File: src/rtl/tmss_defs.svh
// Constants for the touch matrix scan sequencer
`ifndef TMSS_DEFS_SVH
`define TMSS_DEFS_SVH
// Overview of operation
// - Each scan starts at row 0, column 0; one key at a time.
// - Row index advances fastest; all rows of a column, then next column.
// - Each key gets a burst of 0 to 64 samples from its length.
// - A key's burst finishes before the next key is sampled.
// - After the last pulse the analog level is converted to digital.
// - One row line pulses once per sample; other rows stay idle.
// - The matrix is always 8 rows by 8 columns.
// - Zero-length key gives no pulses but still uses its time slot.
// - Reduced variants disable keys from 32 or 48 upward; by default (KEY_LIMIT 64) none are disabled.
// - Column is shown as a 3-bit code for the whole burst.
// - Eight active-high column gates; only the selected one asserted.
// - Sampling window from row rise to capture end is fixed 167 ns; the code holds WINDOW for 17 cycles (170 ns).
// - Columns grounded after window ends and before row falls.
// - Both cancel outputs high when idle; low steps subtract charge.
// - At burst end the key's offset drives the row lines (R2R).
// - Analog input sampled 8 us after offset is applied.
// - Integrator is reset between bursts.
// - Conversion result per key is 8 bits.

// ----------------------------------------------------------------------
// Timing
// ----------------------------------------------------------------------
`define TMSS_CLK_PERIOD_PS    10000
`define TMSS_WINDOW_PS       167000
`define TMSS_SETTLE_PS      8000000
`define TMSS_WINDOW_CYC  (`TMSS_WINDOW_PS / `TMSS_CLK_PERIOD_PS)
`define TMSS_SETTLE_CYC  ((`TMSS_SETTLE_PS + `TMSS_CLK_PERIOD_PS - 1) / `TMSS_CLK_PERIOD_PS)
`define TMSS_PRETRIG_CYC      1
`define TMSS_GROUND_CYC       1
`define TMSS_GAP_CYC          2
`define TMSS_RESET_CYC        4
// ----------------------------------------------------------------------
// Sizes and defaults
// ----------------------------------------------------------------------
`define TMSS_ROWS             8
`define TMSS_COLS             8
`define TMSS_KEYS            64
`define TMSS_BURST_MAX       64
`define TMSS_CANCEL_IDLE   2'h3
`endif

File: src/rtl/tmss_pkg.sv
// Types shared by the scan sequencer modules
package tmss_pkg;
  typedef enum logic [7:0] {
    TMSS_IDLE   = 8'h01,
    TMSS_RESET  = 8'h02,
    TMSS_TRIG   = 8'h04,
    TMSS_WINDOW = 8'h08,
    TMSS_GROUND = 8'h10,
    TMSS_GAP    = 8'h20,
    TMSS_SETTLE = 8'h40,
    TMSS_CONV   = 8'h80
  } tmss_state_t;
  typedef logic [5:0] tmss_key_t;
endpackage : tmss_pkg

File: src/rtl/tmss_pulse_if.sv
// Handshake between the sequencer and its phase timer
`timescale 1ns/100ps
`default_nettype none
interface tmss_pulse_if;
  logic        start;
  logic [15:0] count;
  logic        done;
  modport ctl (output start, output count, input done);
  modport tmr (input start, input count, output done);
endinterface : tmss_pulse_if
`default_nettype wire

File: src/rtl/tmss_timer.sv
// Down counter that times each phase of the sequencer
`timescale 1ns/100ps
`default_nettype none
module tmss_timer (
  // Clock and reset
  input  wire logic  mclk,
  input  wire logic  sys_rst,
  // Phase request
  tmss_pulse_if.tmr  tp
);
  logic [15:0] cnt_q;
  logic        run_q;

  always_ff @(posedge mclk) begin
    if (sys_rst) begin
      cnt_q <= 16'h0000;
      run_q <= 1'b0;
    end else if (tp.start) begin
      cnt_q <= tp.count;
      run_q <= 1'b1;
    end else if (run_q) begin
      if (cnt_q <= 16'h0001) begin
        run_q <= 1'b0;
      end
      cnt_q <= cnt_q - 16'h0001;
    end
  end

  // Done in the last cycle of the phase
  assign tp.done = run_q && (cnt_q <= 16'h0001) && !tp.start;
endmodule : tmss_timer
`default_nettype wire

File: src/rtl/tmss_sequencer.sv
// Key-by-key burst, offset and conversion sequencer for an 8x8 matrix
`timescale 1ns/100ps
`default_nettype none
`include "tmss_defs.svh"
module tmss_sequencer #(
  parameter int KEY_LIMIT = `TMSS_KEYS,
  parameter int SETTLE_CYC = `TMSS_SETTLE_CYC
) (
  // Clock and reset
  input  wire logic        mclk,
  input  wire logic        sys_rst,
  // Control
  input  wire logic        scan_start,
  output logic             scan_busy,
  // Per-key setup lookup, indexed by current key
  output logic [5:0]       key_index,
  input  wire logic [6:0]  burst_length,
  input  wire logic [7:0]  key_offset,
  input  wire logic [1:0]  cancel_pattern,
  // Matrix drive
  output logic [7:0]       row_drive,
  output logic [2:0]       mux_column_select,
  output logic [7:0]       column_gate_drive,
  output logic             gate_trigger,
  output logic [1:0]       cancel_capacitor,
  output logic             integrator_reset,
  // Converter
  output logic             adc_sample,
  input  wire logic [7:0]  adc_data,
  input  wire logic        adc_done,
  output logic [7:0]       result_data,
  output logic [5:0]       result_key,
  output logic             result_valid
);
  // ----------------------------------------------------------------------
  // State and counters
  // ----------------------------------------------------------------------
  tmss_pkg::tmss_state_t state_q;
  tmss_pkg::tmss_key_t   key_q;
  logic [6:0]            pulse_q;
  logic [6:0]            len_q;
  logic                  start_q;
  logic [15:0]           count_d;
  logic                  enabled;
  logic                  last_key;

  // ----------------------------------------------------------------------
  // Phase timer
  // ----------------------------------------------------------------------
  // Each phase runs its count plus one cycle, start cycle included
  tmss_pulse_if tp ();

  tmss_timer u_timer (
    .mclk    (mclk),
    .sys_rst (sys_rst),
    .tp      (tp)
  );

  // ----------------------------------------------------------------------
  // Key decode
  // ----------------------------------------------------------------------
  // keys at or above the variant limit are never sampled
  assign enabled   = (32'(key_q) < KEY_LIMIT);
  assign last_key  = (key_q == 6'h3F);
  assign key_index = key_q;
  assign scan_busy = (state_q != tmss_pkg::TMSS_IDLE);

  // ----------------------------------------------------------------------
  // Phase timing
  // ----------------------------------------------------------------------
  always_comb begin
    count_d = 16'h0001;
    case (state_q)
      tmss_pkg::TMSS_RESET:  count_d = 16'(`TMSS_RESET_CYC);
      tmss_pkg::TMSS_TRIG:   count_d = 16'(`TMSS_PRETRIG_CYC);
      tmss_pkg::TMSS_WINDOW: count_d = 16'(`TMSS_WINDOW_CYC);
      tmss_pkg::TMSS_GROUND: count_d = 16'(`TMSS_GROUND_CYC);
      tmss_pkg::TMSS_GAP:    count_d = 16'(`TMSS_GAP_CYC);
      tmss_pkg::TMSS_SETTLE: count_d = 16'(SETTLE_CYC);
      default:               count_d = 16'h0001;
    endcase
  end
  assign tp.start = start_q;
  assign tp.count = count_d;

  // ----------------------------------------------------------------------
  // Sequence
  // ----------------------------------------------------------------------
  always_ff @(posedge mclk) begin
    if (sys_rst) begin
      state_q <= tmss_pkg::TMSS_IDLE;
      key_q   <= 6'h00;
      pulse_q <= 7'h00;
      len_q   <= 7'h00;
      start_q <= 1'b0;
    end else begin
      start_q <= 1'b0;
      case (state_q)
        tmss_pkg::TMSS_IDLE: begin
          if (scan_start) begin
            key_q   <= 6'h00;
            state_q <= tmss_pkg::TMSS_RESET;
            start_q <= 1'b1;
          end
        end
        tmss_pkg::TMSS_RESET: begin
          if (tp.done) begin
            // disabled keys run empty whatever their setting
            // others clamp to the burst maximum
            if (!enabled) begin
              len_q <= 7'h00;
            end else if (burst_length > 7'(`TMSS_BURST_MAX)) begin
              len_q <= 7'(`TMSS_BURST_MAX);
            end else begin
              len_q <= burst_length;
            end
            pulse_q <= 7'h00;
            state_q <= tmss_pkg::TMSS_TRIG;
            start_q <= 1'b1;
          end
        end
        tmss_pkg::TMSS_TRIG: begin
          if (tp.done) begin
            state_q <= tmss_pkg::TMSS_WINDOW;
            start_q <= 1'b1;
          end
        end
        tmss_pkg::TMSS_WINDOW: begin
          if (tp.done) begin
            state_q <= tmss_pkg::TMSS_GROUND;
            start_q <= 1'b1;
          end
        end
        tmss_pkg::TMSS_GROUND: begin
          if (tp.done) begin
            state_q <= tmss_pkg::TMSS_GAP;
            pulse_q <= pulse_q + 7'h01;
            start_q <= 1'b1;
          end
        end
        tmss_pkg::TMSS_GAP: begin
          // whole burst before moving on
          // Zero-length key still spends one empty sample period
          if (tp.done) begin
            if (pulse_q < 7'(`TMSS_BURST_MAX) && pulse_q < len_q) begin
              state_q <= tmss_pkg::TMSS_TRIG;
            end else begin
              state_q <= tmss_pkg::TMSS_SETTLE;
            end
            start_q <= 1'b1;
          end
        end
        tmss_pkg::TMSS_SETTLE: begin
          if (tp.done) begin
            state_q <= tmss_pkg::TMSS_CONV;
          end
        end
        tmss_pkg::TMSS_CONV: begin
          if (adc_done) begin
            if (last_key) begin
              state_q <= tmss_pkg::TMSS_IDLE;
            end else begin
              // row index in the low bits advances fastest
              key_q   <= key_q + 6'h01;
              state_q <= tmss_pkg::TMSS_RESET;
              start_q <= 1'b1;
            end
          end
        end
        default: begin
          state_q <= tmss_pkg::TMSS_IDLE;
        end
      endcase
    end
  end

  // ----------------------------------------------------------------------
  // Drives
  // ----------------------------------------------------------------------
  // key = column*8 + row
  // Rows double as the offset ladder once the burst is over
  always_ff @(posedge mclk) begin
    if (sys_rst) begin
      row_drive <= 8'h00;
    end else begin
      case (state_q)
        // zero-length keys skip pulses but keep their slot
        tmss_pkg::TMSS_TRIG: begin
          row_drive <= 8'h00;
          if (tp.done && pulse_q < len_q) begin
            row_drive <= 8'h01 << key_q[2:0];
          end
        end
        tmss_pkg::TMSS_WINDOW, tmss_pkg::TMSS_GROUND: begin
          if (!(state_q == tmss_pkg::TMSS_GROUND && tp.done)) begin
            row_drive <= row_drive;
          end else begin
            row_drive <= 8'h00;
          end
        end
        // offset on the row lines after the burst
        tmss_pkg::TMSS_SETTLE, tmss_pkg::TMSS_CONV: begin
          row_drive <= key_offset;
        end
        tmss_pkg::TMSS_GAP: begin
          row_drive <= (tp.done && pulse_q >= len_q) ? key_offset : 8'h00;
        end
        default: begin
          row_drive <= 8'h00;
        end
      endcase
    end
  end

  // ----------------------------------------------------------------------
  // Column select and gates
  // ----------------------------------------------------------------------
  // Registered, so the gates trail the state by one cycle
  always_ff @(posedge mclk) begin
    if (sys_rst) begin
      mux_column_select <= 3'h0;
      column_gate_drive <= 8'h00;
    end else begin
      // column code held through the burst
      mux_column_select <= key_q[5:3];
      // only the selected column gate high while sampling
      if ((state_q == tmss_pkg::TMSS_TRIG ||
           state_q == tmss_pkg::TMSS_WINDOW) && len_q != 7'h00) begin
        column_gate_drive <= 8'h01 << key_q[5:3];
      end else begin
        column_gate_drive <= 8'h00;
      end
    end
  end

  // ----------------------------------------------------------------------
  // Gate trigger
  // ----------------------------------------------------------------------
  // One cycle wide; the row rises on the edge after it
  always_ff @(posedge mclk) begin
    if (sys_rst) begin
      gate_trigger <= 1'b0;
    end else begin
      // trigger raised ahead of the row pulse
      gate_trigger <= (state_q == tmss_pkg::TMSS_TRIG) &&
                      (pulse_q < len_q) && !tp.done;
    end
  end

  // ----------------------------------------------------------------------
  // Charge cancel and integrator reset
  // ----------------------------------------------------------------------
  // Pattern is taken every cycle; keep it stable through a burst
  always_ff @(posedge mclk) begin
    if (sys_rst) begin
      cancel_capacitor <= `TMSS_CANCEL_IDLE;
      integrator_reset <= 1'b0;
    end else begin
      // cancel lines high unless stepped inside a burst
      if (state_q == tmss_pkg::TMSS_TRIG || state_q == tmss_pkg::TMSS_WINDOW
          || state_q == tmss_pkg::TMSS_GROUND
          || state_q == tmss_pkg::TMSS_GAP) begin
        cancel_capacitor <= ~cancel_pattern;
      end else begin
        cancel_capacitor <= `TMSS_CANCEL_IDLE;
      end
      integrator_reset <= (state_q == tmss_pkg::TMSS_RESET);
    end
  end

  // ----------------------------------------------------------------------
  // Conversion result
  // ----------------------------------------------------------------------
  always_ff @(posedge mclk) begin
    if (sys_rst) begin
      adc_sample   <= 1'b0;
      result_data  <= 8'h00;
      result_key   <= 6'h00;
      result_valid <= 1'b0;
    end else begin
      // Result stands until the next key converts
      // sample strobe at end of settle
      adc_sample   <= (state_q == tmss_pkg::TMSS_SETTLE) && tp.done;
      result_valid <= 1'b0;
      if (state_q == tmss_pkg::TMSS_CONV && adc_done) begin
        result_data  <= adc_data;
        result_key   <= key_q;
        result_valid <= 1'b1;
      end
    end
  end
endmodule : tmss_sequencer
`default_nettype wire

File: config.mk
export PLATFORM = sky130hd
export DESIGN_NAME = tmss_sequencer
export DESIGN_NICKNAME = d
export VERILOG_FILES = /design/src/rtl/tmss_pkg.sv /design/src/rtl/tmss_pulse_if.sv /design/src/rtl/tmss_timer.sv /design/src/rtl/tmss_sequencer.sv
export VERILOG_INCLUDE_DIRS = /design/src /design/src/rtl
export SDC_FILE = /design/constraint.sdc
export NUM_CORES = 1
export LEC_CHECK = 0
export BUFFER_PORTS_ARGS = -buffer_cell sky130_fd_sc_hd__clkbuf_2
export CAP_MARGIN = 30
export CORE_MARGIN = 2
export CORE_UTILIZATION = 25
export CTS_BUF_LIST = sky130_fd_sc_hd__clkbuf_8
export DETAILED_ROUTE_END_ITERATION = 7
export HOLD_SLACK_MARGIN = 0.05
export PLACE_DENSITY = 0.41
export RECOVER_POWER = 25
export SLEW_MARGIN = 20
export SYNTH_ARGS = -nofsm -noshare
export SYNTH_HDL_FRONTEND = slang
export SYNTH_SLANG_ARGS = --single-unit
File: constraint.sdc
create_clock -name mclk -period 4.9 [get_ports mclk]
set_input_delay 0.98 -clock mclk [delete_from_list [all_inputs] [get_ports mclk]]
set_output_delay 0.98 -clock mclk [all_outputs]
set_load 0.01 [all_outputs]
==> impl_metrics.csv, run 1 <==
group,metric,value,unit
logic_synthesis,netlist_instances,474,
drt,route.vias.total,3566,
timing,timing.final.crit_period,2640,ps
clock_tree,cts_tree,"built",
final_layout,final_nets,583,
logic_synthesis,yosysWarnings,0,
power,ir_drop,0.155,mV
placement,dp_hpwl,8180,µm
logic_synthesis,synthSimpleGateAreaFrac,31.6,%
logic_synthesis,avgSynthCellArea,8.59,µm²
final_layout,syn_to_final_growth,16.9,%
clock_tree,cts_htree_levels,3,
logic_synthesis,async_flop_share,0,%
floorplanning,rows,46,
final_layout,final_cells,759,
drt,antenna_left,0,
drt,wl_per_cell,14.7,µm
timing,fin_crit_sh,53.9,%
logic_synthesis,synth_compound_area_share,12.6,%
floorplanning,pin_count,75,
clock_tree,insertion_delay,380,ps
clock_tree,post_cts_buffers,0,
setup_path,worstSetupStartpointType,"flop",
logic_synthesis,synth_top_family_by_area,"simple AND/OR/NAND/NOR gates",
placement,io_buffer_count,74,
logic_synthesis,synth_area,4070,µm²
final_layout,layout_commonest_cell,"dfxtp_1",
logic_synthesis,synth_edf_count,0,
logic_synthesis,synth-xor-area-share,4.73,%
global_routing,grt_pass1_vias,3446,
timing,drv_slew,0,
global_routing,track_usage,13.2,%
status,status,"complete, no violations",
drt,drc,0,
drt,drt_wl_total,11200,µm
drt,drt_iter0_drc,153,
global_routing,grt_max_degree,37,
power,pwr-share-comb,33.0,%
floorplanning,dieWidth,132,µm
setup_path,critPathCaptureType,"primary output",
logic_synthesis,ys_seq_elements,85,
logic_synthesis,syn-num-nets,519,
timing,fin_tns_setup,0,ps
hold_path,min-delay-path-class,"flop to flop",
floorplanning,core_area,15900,µm²
timing,whs,455,ps
final_layout,n_fill_cell,1788,
global_routing,grt_overflow,0,
power,p_total,0.00204,W
logic_synthesis,synthAdderAreaFrac,4.92,%
timing,worstMarginPinSlew,820,ps
power,p_leak,1.80,nW
clock_tree,postCtsResizedCells,0,
clock_tree,cts_buffers,9,
timing,relSlewSlack,44.8,%
flow_run,maxCapViolCount,0,
placement,dp_cells,743,
drt,vias_per_cell,4.70,
power,seq_power_share,42.6,%
final_layout,diodes,0,
global_routing,grt_first_pass_wirelength,18500,µm
timing,fin_skew,14.2,ps
logic_synthesis,synth-main-ff-cell,"dfxtp_1",
floorplanning,start_util,25.6,%
power,powerDensity,428,nW/µm²
power,swShare,38.9,%
logic_synthesis,muxShareOfSynthArea,0.246,%
drt,firstDrtPassIters,4,
power,power_frac_clock,24.4,%
timing,final-setup-viol-count,0,
clock_tree,clock_path_buffers,2,
logic_synthesis,yosysSeqAreaShare,41.8,%
placement,gp_congestion,0.765,
clock_tree,clk_root_buffer_cell,"clkbuf_8",
setup_path,worst-setup-path-type,"flop to primary output",
timing,max_freq,0.378,GHz
floorplanning,fp.dieH,132,µm
timing,rsz0062_at_grt,"no",
global_routing,antenna_found_initial,0,
setup_path,cp.required,3920,ps
clock_tree,clock_sinks,85,
setup_path,critPathMaxFanout,7,
power,p_int,0.00125,W
final_layout,drive_gt1_share,14.4,%
timing,hold_viol,0,
setup_path,arrival,1660,ps
logic_synthesis,synth_cell_types,58,
power,p_sw,0.000794,W
floorplanning,die_area,17300,µm²
clock_tree,path_clk_slew,100,ps
clock_tree,cts_hold_buffers,0,
final_layout,final_cell_mix,"85 x dfxtp_1, 58 x nand2_1, 53 x nor2_1",
area by class of cell:
type	instances	area, µm²	share of cell area, %
flip-flops and latches	85	1700	35.7
well taps	216	270	5.68
clock inverters	6	53.8	1.13
repair buffers	75	338	7.09
inverters	16	60.1	1.26
clock buffers	10	138	2.89
multi-input cells	351	2200	46.2
worst max-delay path, stage by stage, from the launching register on:
cell and delay [ps]:
dfxtp_1 410, nor4_4 440, nand4b_2 240, clkbuf_2 190
routing by layer:
layer  up-vias  share of wire (%)  track usage (%)
met5         -                  0                0
met4         0                1.3             4.53
met3        11                3.9             3.05
met2        72                 44             20.4
met1      1689                 51             18.2
li1       1794                  -                -
flip-flops by register name, summed over array words and instances, names as in the netlist, 2 cells and up:
signal and count:
len_q 7, result_key 6, state_q 8, u_timer.cnt_q 16, result_data 8, row_drive 8
key_index 6, column_gate_drive 8, pulse_q 7, mux_column_select 3, cancel_capacitor 2
power groups by stage:
stage               Sequential (W)  Clock [W]  Combinational (W)
floorplan                 0.000840          0           0.000573
global route              0.000883   0.000545           0.000755
CTS                       0.000868   0.000520           0.000678
finish                    0.000869   0.000498           0.000674
detailed placement        0.000884          0           0.000672
global placement          0.000882          0           0.000675
cells by family after synthesis:
family                     Yosys count
DFF                                 85
and+or+nand+nor                    229
xor gates and xnor gates            22
adders and majority gates           16
muxes                                1
buffers and inverters               38
AOI/OAI and AO/OA                   83
Yosys cell counts, drive strengths merged (8+ instances only):
cell    count  area share [%]
clkbuf      8            0.74
a21oi      46             5.9
nand3      14             2.0
nor4       14             3.6
buf        14             2.0
nor2       54             5.0
nor3b      10             1.8
dfxtp      85              42
inv        16             1.5
xnor2      12             2.6
ha         16             4.9
nor3       17             2.2
nand3b      9             1.7
xor2       10             2.2
nand4       9             1.8
nand2      60             5.7
o21ai      12             1.5
stage by stage:
step | area, µm² | util, % | worst slack (ps)
after floorplan | 4070 | - | 2870
after global routing | 4760 | 30.0 | 2030
after CTS | 4800 | 30.2 | 2240
after detailed placement | 4610 | 29.0 | 2230
final | 4760 | 30.0 | 2260
after global placement | 4610 | 29.0 | 2260
path summary, 6_finish.rpt:
kind	startpoint	endpoint	slack (ps)	cells past startpoint
worst max-delay path	state_q[7]$_SDFFE_PP0P_	scan_busy	2260	3
worst min register to register	len_q[6]$_SDFFE_PP0P_	len_q[6]$_SDFFE_PP0P_	450	2
worst min-delay path	len_q[6]$_SDFFE_PP0P_	len_q[6]$_SDFFE_PP0P_	450	2
worst max register to register	start_q$_SDFF_PP0_	len_q[1]$_SDFFE_PP0P_	2320	6
Power figures use the tool's default switching activity.
==> inputs of run 2 (changes only) <==
==> constraint.sdc (replaced) <==
create_clock -name mclk -period 2.6 [get_ports mclk]
set_input_delay 0.52 -clock mclk [delete_from_list [all_inputs] [get_ports mclk]]
set_output_delay 0.52 -clock mclk [all_outputs]
set_load 0.01 [all_outputs]
==> impl_metrics.csv, run 2 (same netlist as run 1, synthesis figures left out) <==
group,metric,value,unit
status,status,"complete, no violations",
drt,route.vias.total,3629,
global_routing,grt_overflow,0,
final_layout,final_cells,770,
final_layout,diodes,0,
final_layout,n_fill_cell,1756,
floorplanning,core_area,15900,µm²
floorplanning,fp.dieH,132,µm
timing,max_freq,0.439,GHz
global_routing,grt_pass1_vias,3487,
global_routing,use_met2,20.5,%
clock_tree,insertion_delay,380,ps
clock_tree,clock_sinks,85,
global_routing,grt_first_pass_wirelength,18300,µm
drt,vias_per_cell,4.71,
placement,dp_cells,754,
setup_path,arrival,1760,ps
final_layout,largest_reg_flops,16,
global_routing,track_usage,13.2,%
global_routing,met1_usage,17.8,%
clock_tree,cts_buffers,9,
placement,gp_congestion,0.826,
final_layout,syn_to_final_growth,19.1,%
drt,wl_per_cell,14.6,µm
timing,timing.final.crit_period,2280,ps
global_routing,antenna_found_initial,0,
timing,relSlewSlack,32.1,%
drt,drt_wl_total,11300,µm
setup_path,cp.required,2080,ps
placement,io_buffer_count,74,
drt,firstDrtPassIters,4,
clock_tree,cts_hold_buffers,0,
global_routing,busiest_layer,"met2",
final_layout,layout_commonest_cell,"dfxtp_1",
global_routing,grt.met3_usage,2.66,%
power,ir_drop,0.235,mV
floorplanning,rows,46,
drt,antenna_left,0,
final_layout,final_nets,594,
floorplanning,pin_count,75,
setup_path,path_cells,"nor4_4 > nand4b_2 > clkbuf_2",
global_routing,grt_max_degree,32,
timing,worstMarginPinSlew,1020,ps
setup_path,r2r_setup_slack,370,ps
placement,dp_hpwl,8370,µm
clock_tree,post_cts_buffers,0,
timing,drv_slew,0,
clock_tree,clock_path_buffers,2,
hold_path,min-delay-path-class,"primary input to flop",
setup_path,critPathMaxFanout,7,
setup_path,worstSetupStartpointType,"flop",
timing,fin_crit_sh,87.7,%
timing,final-setup-viol-count,0,
setup_path,path_buf_inv,1,
setup_path,critPathMaxStageDelay,460,ps
drt,drt_iter0_drc,186,
drt,drc,0,
timing,hold_viol,0,
timing,fin_skew,17.7,ps
timing,fin_tns_setup,0,ps
floorplanning,start_util,25.6,%
clock_tree,cts_tree,"built",
setup_path,critPathTopFamily,"simple AND/OR/NAND/NOR gates",
clock_tree,clk_root_buffer_cell,"clkbuf_8",
setup_path,worst-setup-path-type,"flop to primary output",
setup_path,crit_slowest_cell,"nor4_4",
clock_tree,cts_htree_levels,3,
floorplanning,dieWidth,132,µm
final_layout,drive_gt1_share,16.4,%
flow_run,maxCapViolCount,0,
timing,rsz0062_at_grt,"no",
clock_tree,postCtsResizedCells,0,
power,powerDensity,809,nW/µm²
final_layout,final_cell_mix,"85 x dfxtp_1, 58 x nand2_1, 53 x nor2_1",
floorplanning,die_area,17300,µm²
setup_path,critPathCaptureType,"primary output",
power,p_leak,1.86,nW
final_layout,top_register,"u_timer.cnt_q",
clock_tree,path_clk_slew,100,ps
-- run 2: per-stage QoR --
| stage | instance area, µm² | util [%] | hold slack, ps | power (W) | setup WS (ps) |
|---|---|---|---|---|---|
| after floorplan | 4070 | - | 432 | 0.00266 | 603 |
| after global placement | 4710 | 29.6 | 443 | 0.00305 | 316 |
| after detailed placement | 4710 | 29.6 | 446 | 0.00304 | 365 |
| after CTS | 4890 | 30.8 | 267 | 0.00397 | 337 |
| after global routing | 4850 | 30.5 | 277 | 0.00418 | 204 |
| final | 4850 | 30.5 | 285 | 0.00393 | 321 |
-- run 2: cell type report --
class                           count  area [µm²]  share of cell area, %
Multi-Input combinational cell    351        2200                   45.4
Sequential cell                    85        1700                   35.1
Timing Repair Buffer               86         435                   8.98
Tap cell                          216         270                   5.57
Clock buffer                        9         124                   2.55
Inverter                           16        60.1                   1.24
Clock inverter                      7        57.6                   1.19
-- run 2: worst paths after layout --
check                     startpoint                        endpoint  cells past startpoint
min reg2reg    len_q[6]$_SDFFE_PP0P_           len_q[6]$_SDFFE_PP0P_                      2
max          state_q[7]$_SDFFE_PP0P_                       scan_busy                      3
min                cancel_pattern[0]  cancel_capacitor[0]$_SDFF_PP1_                      2
max reg2reg    len_q[5]$_SDFFE_PP0P_       row_drive[5]$_SDFFE_PP0P_                      8
-- run 2: where the power goes --
part           internal [W]  leakage, nW  total (W)  switching [W]
logic              0.000610         1.08    0.00140       0.000787
clock network      0.000360       0.0881   0.000910       0.000550
registers           0.00143        0.687    0.00162       0.000184
total               0.00240         1.86    0.00393        0.00152
-- run 2: layer usage --
layer | share of wire (%) | wire length, µm | vias to the layer above
met3 | 3.6 | 402 | 12
met2 | 45 | 5100 | 77
met4 | 1.7 | 196 | 0
met1 | 49 | 5560 | 1724
met5 | 0 | 0 | -
li1 | - | - | 1816
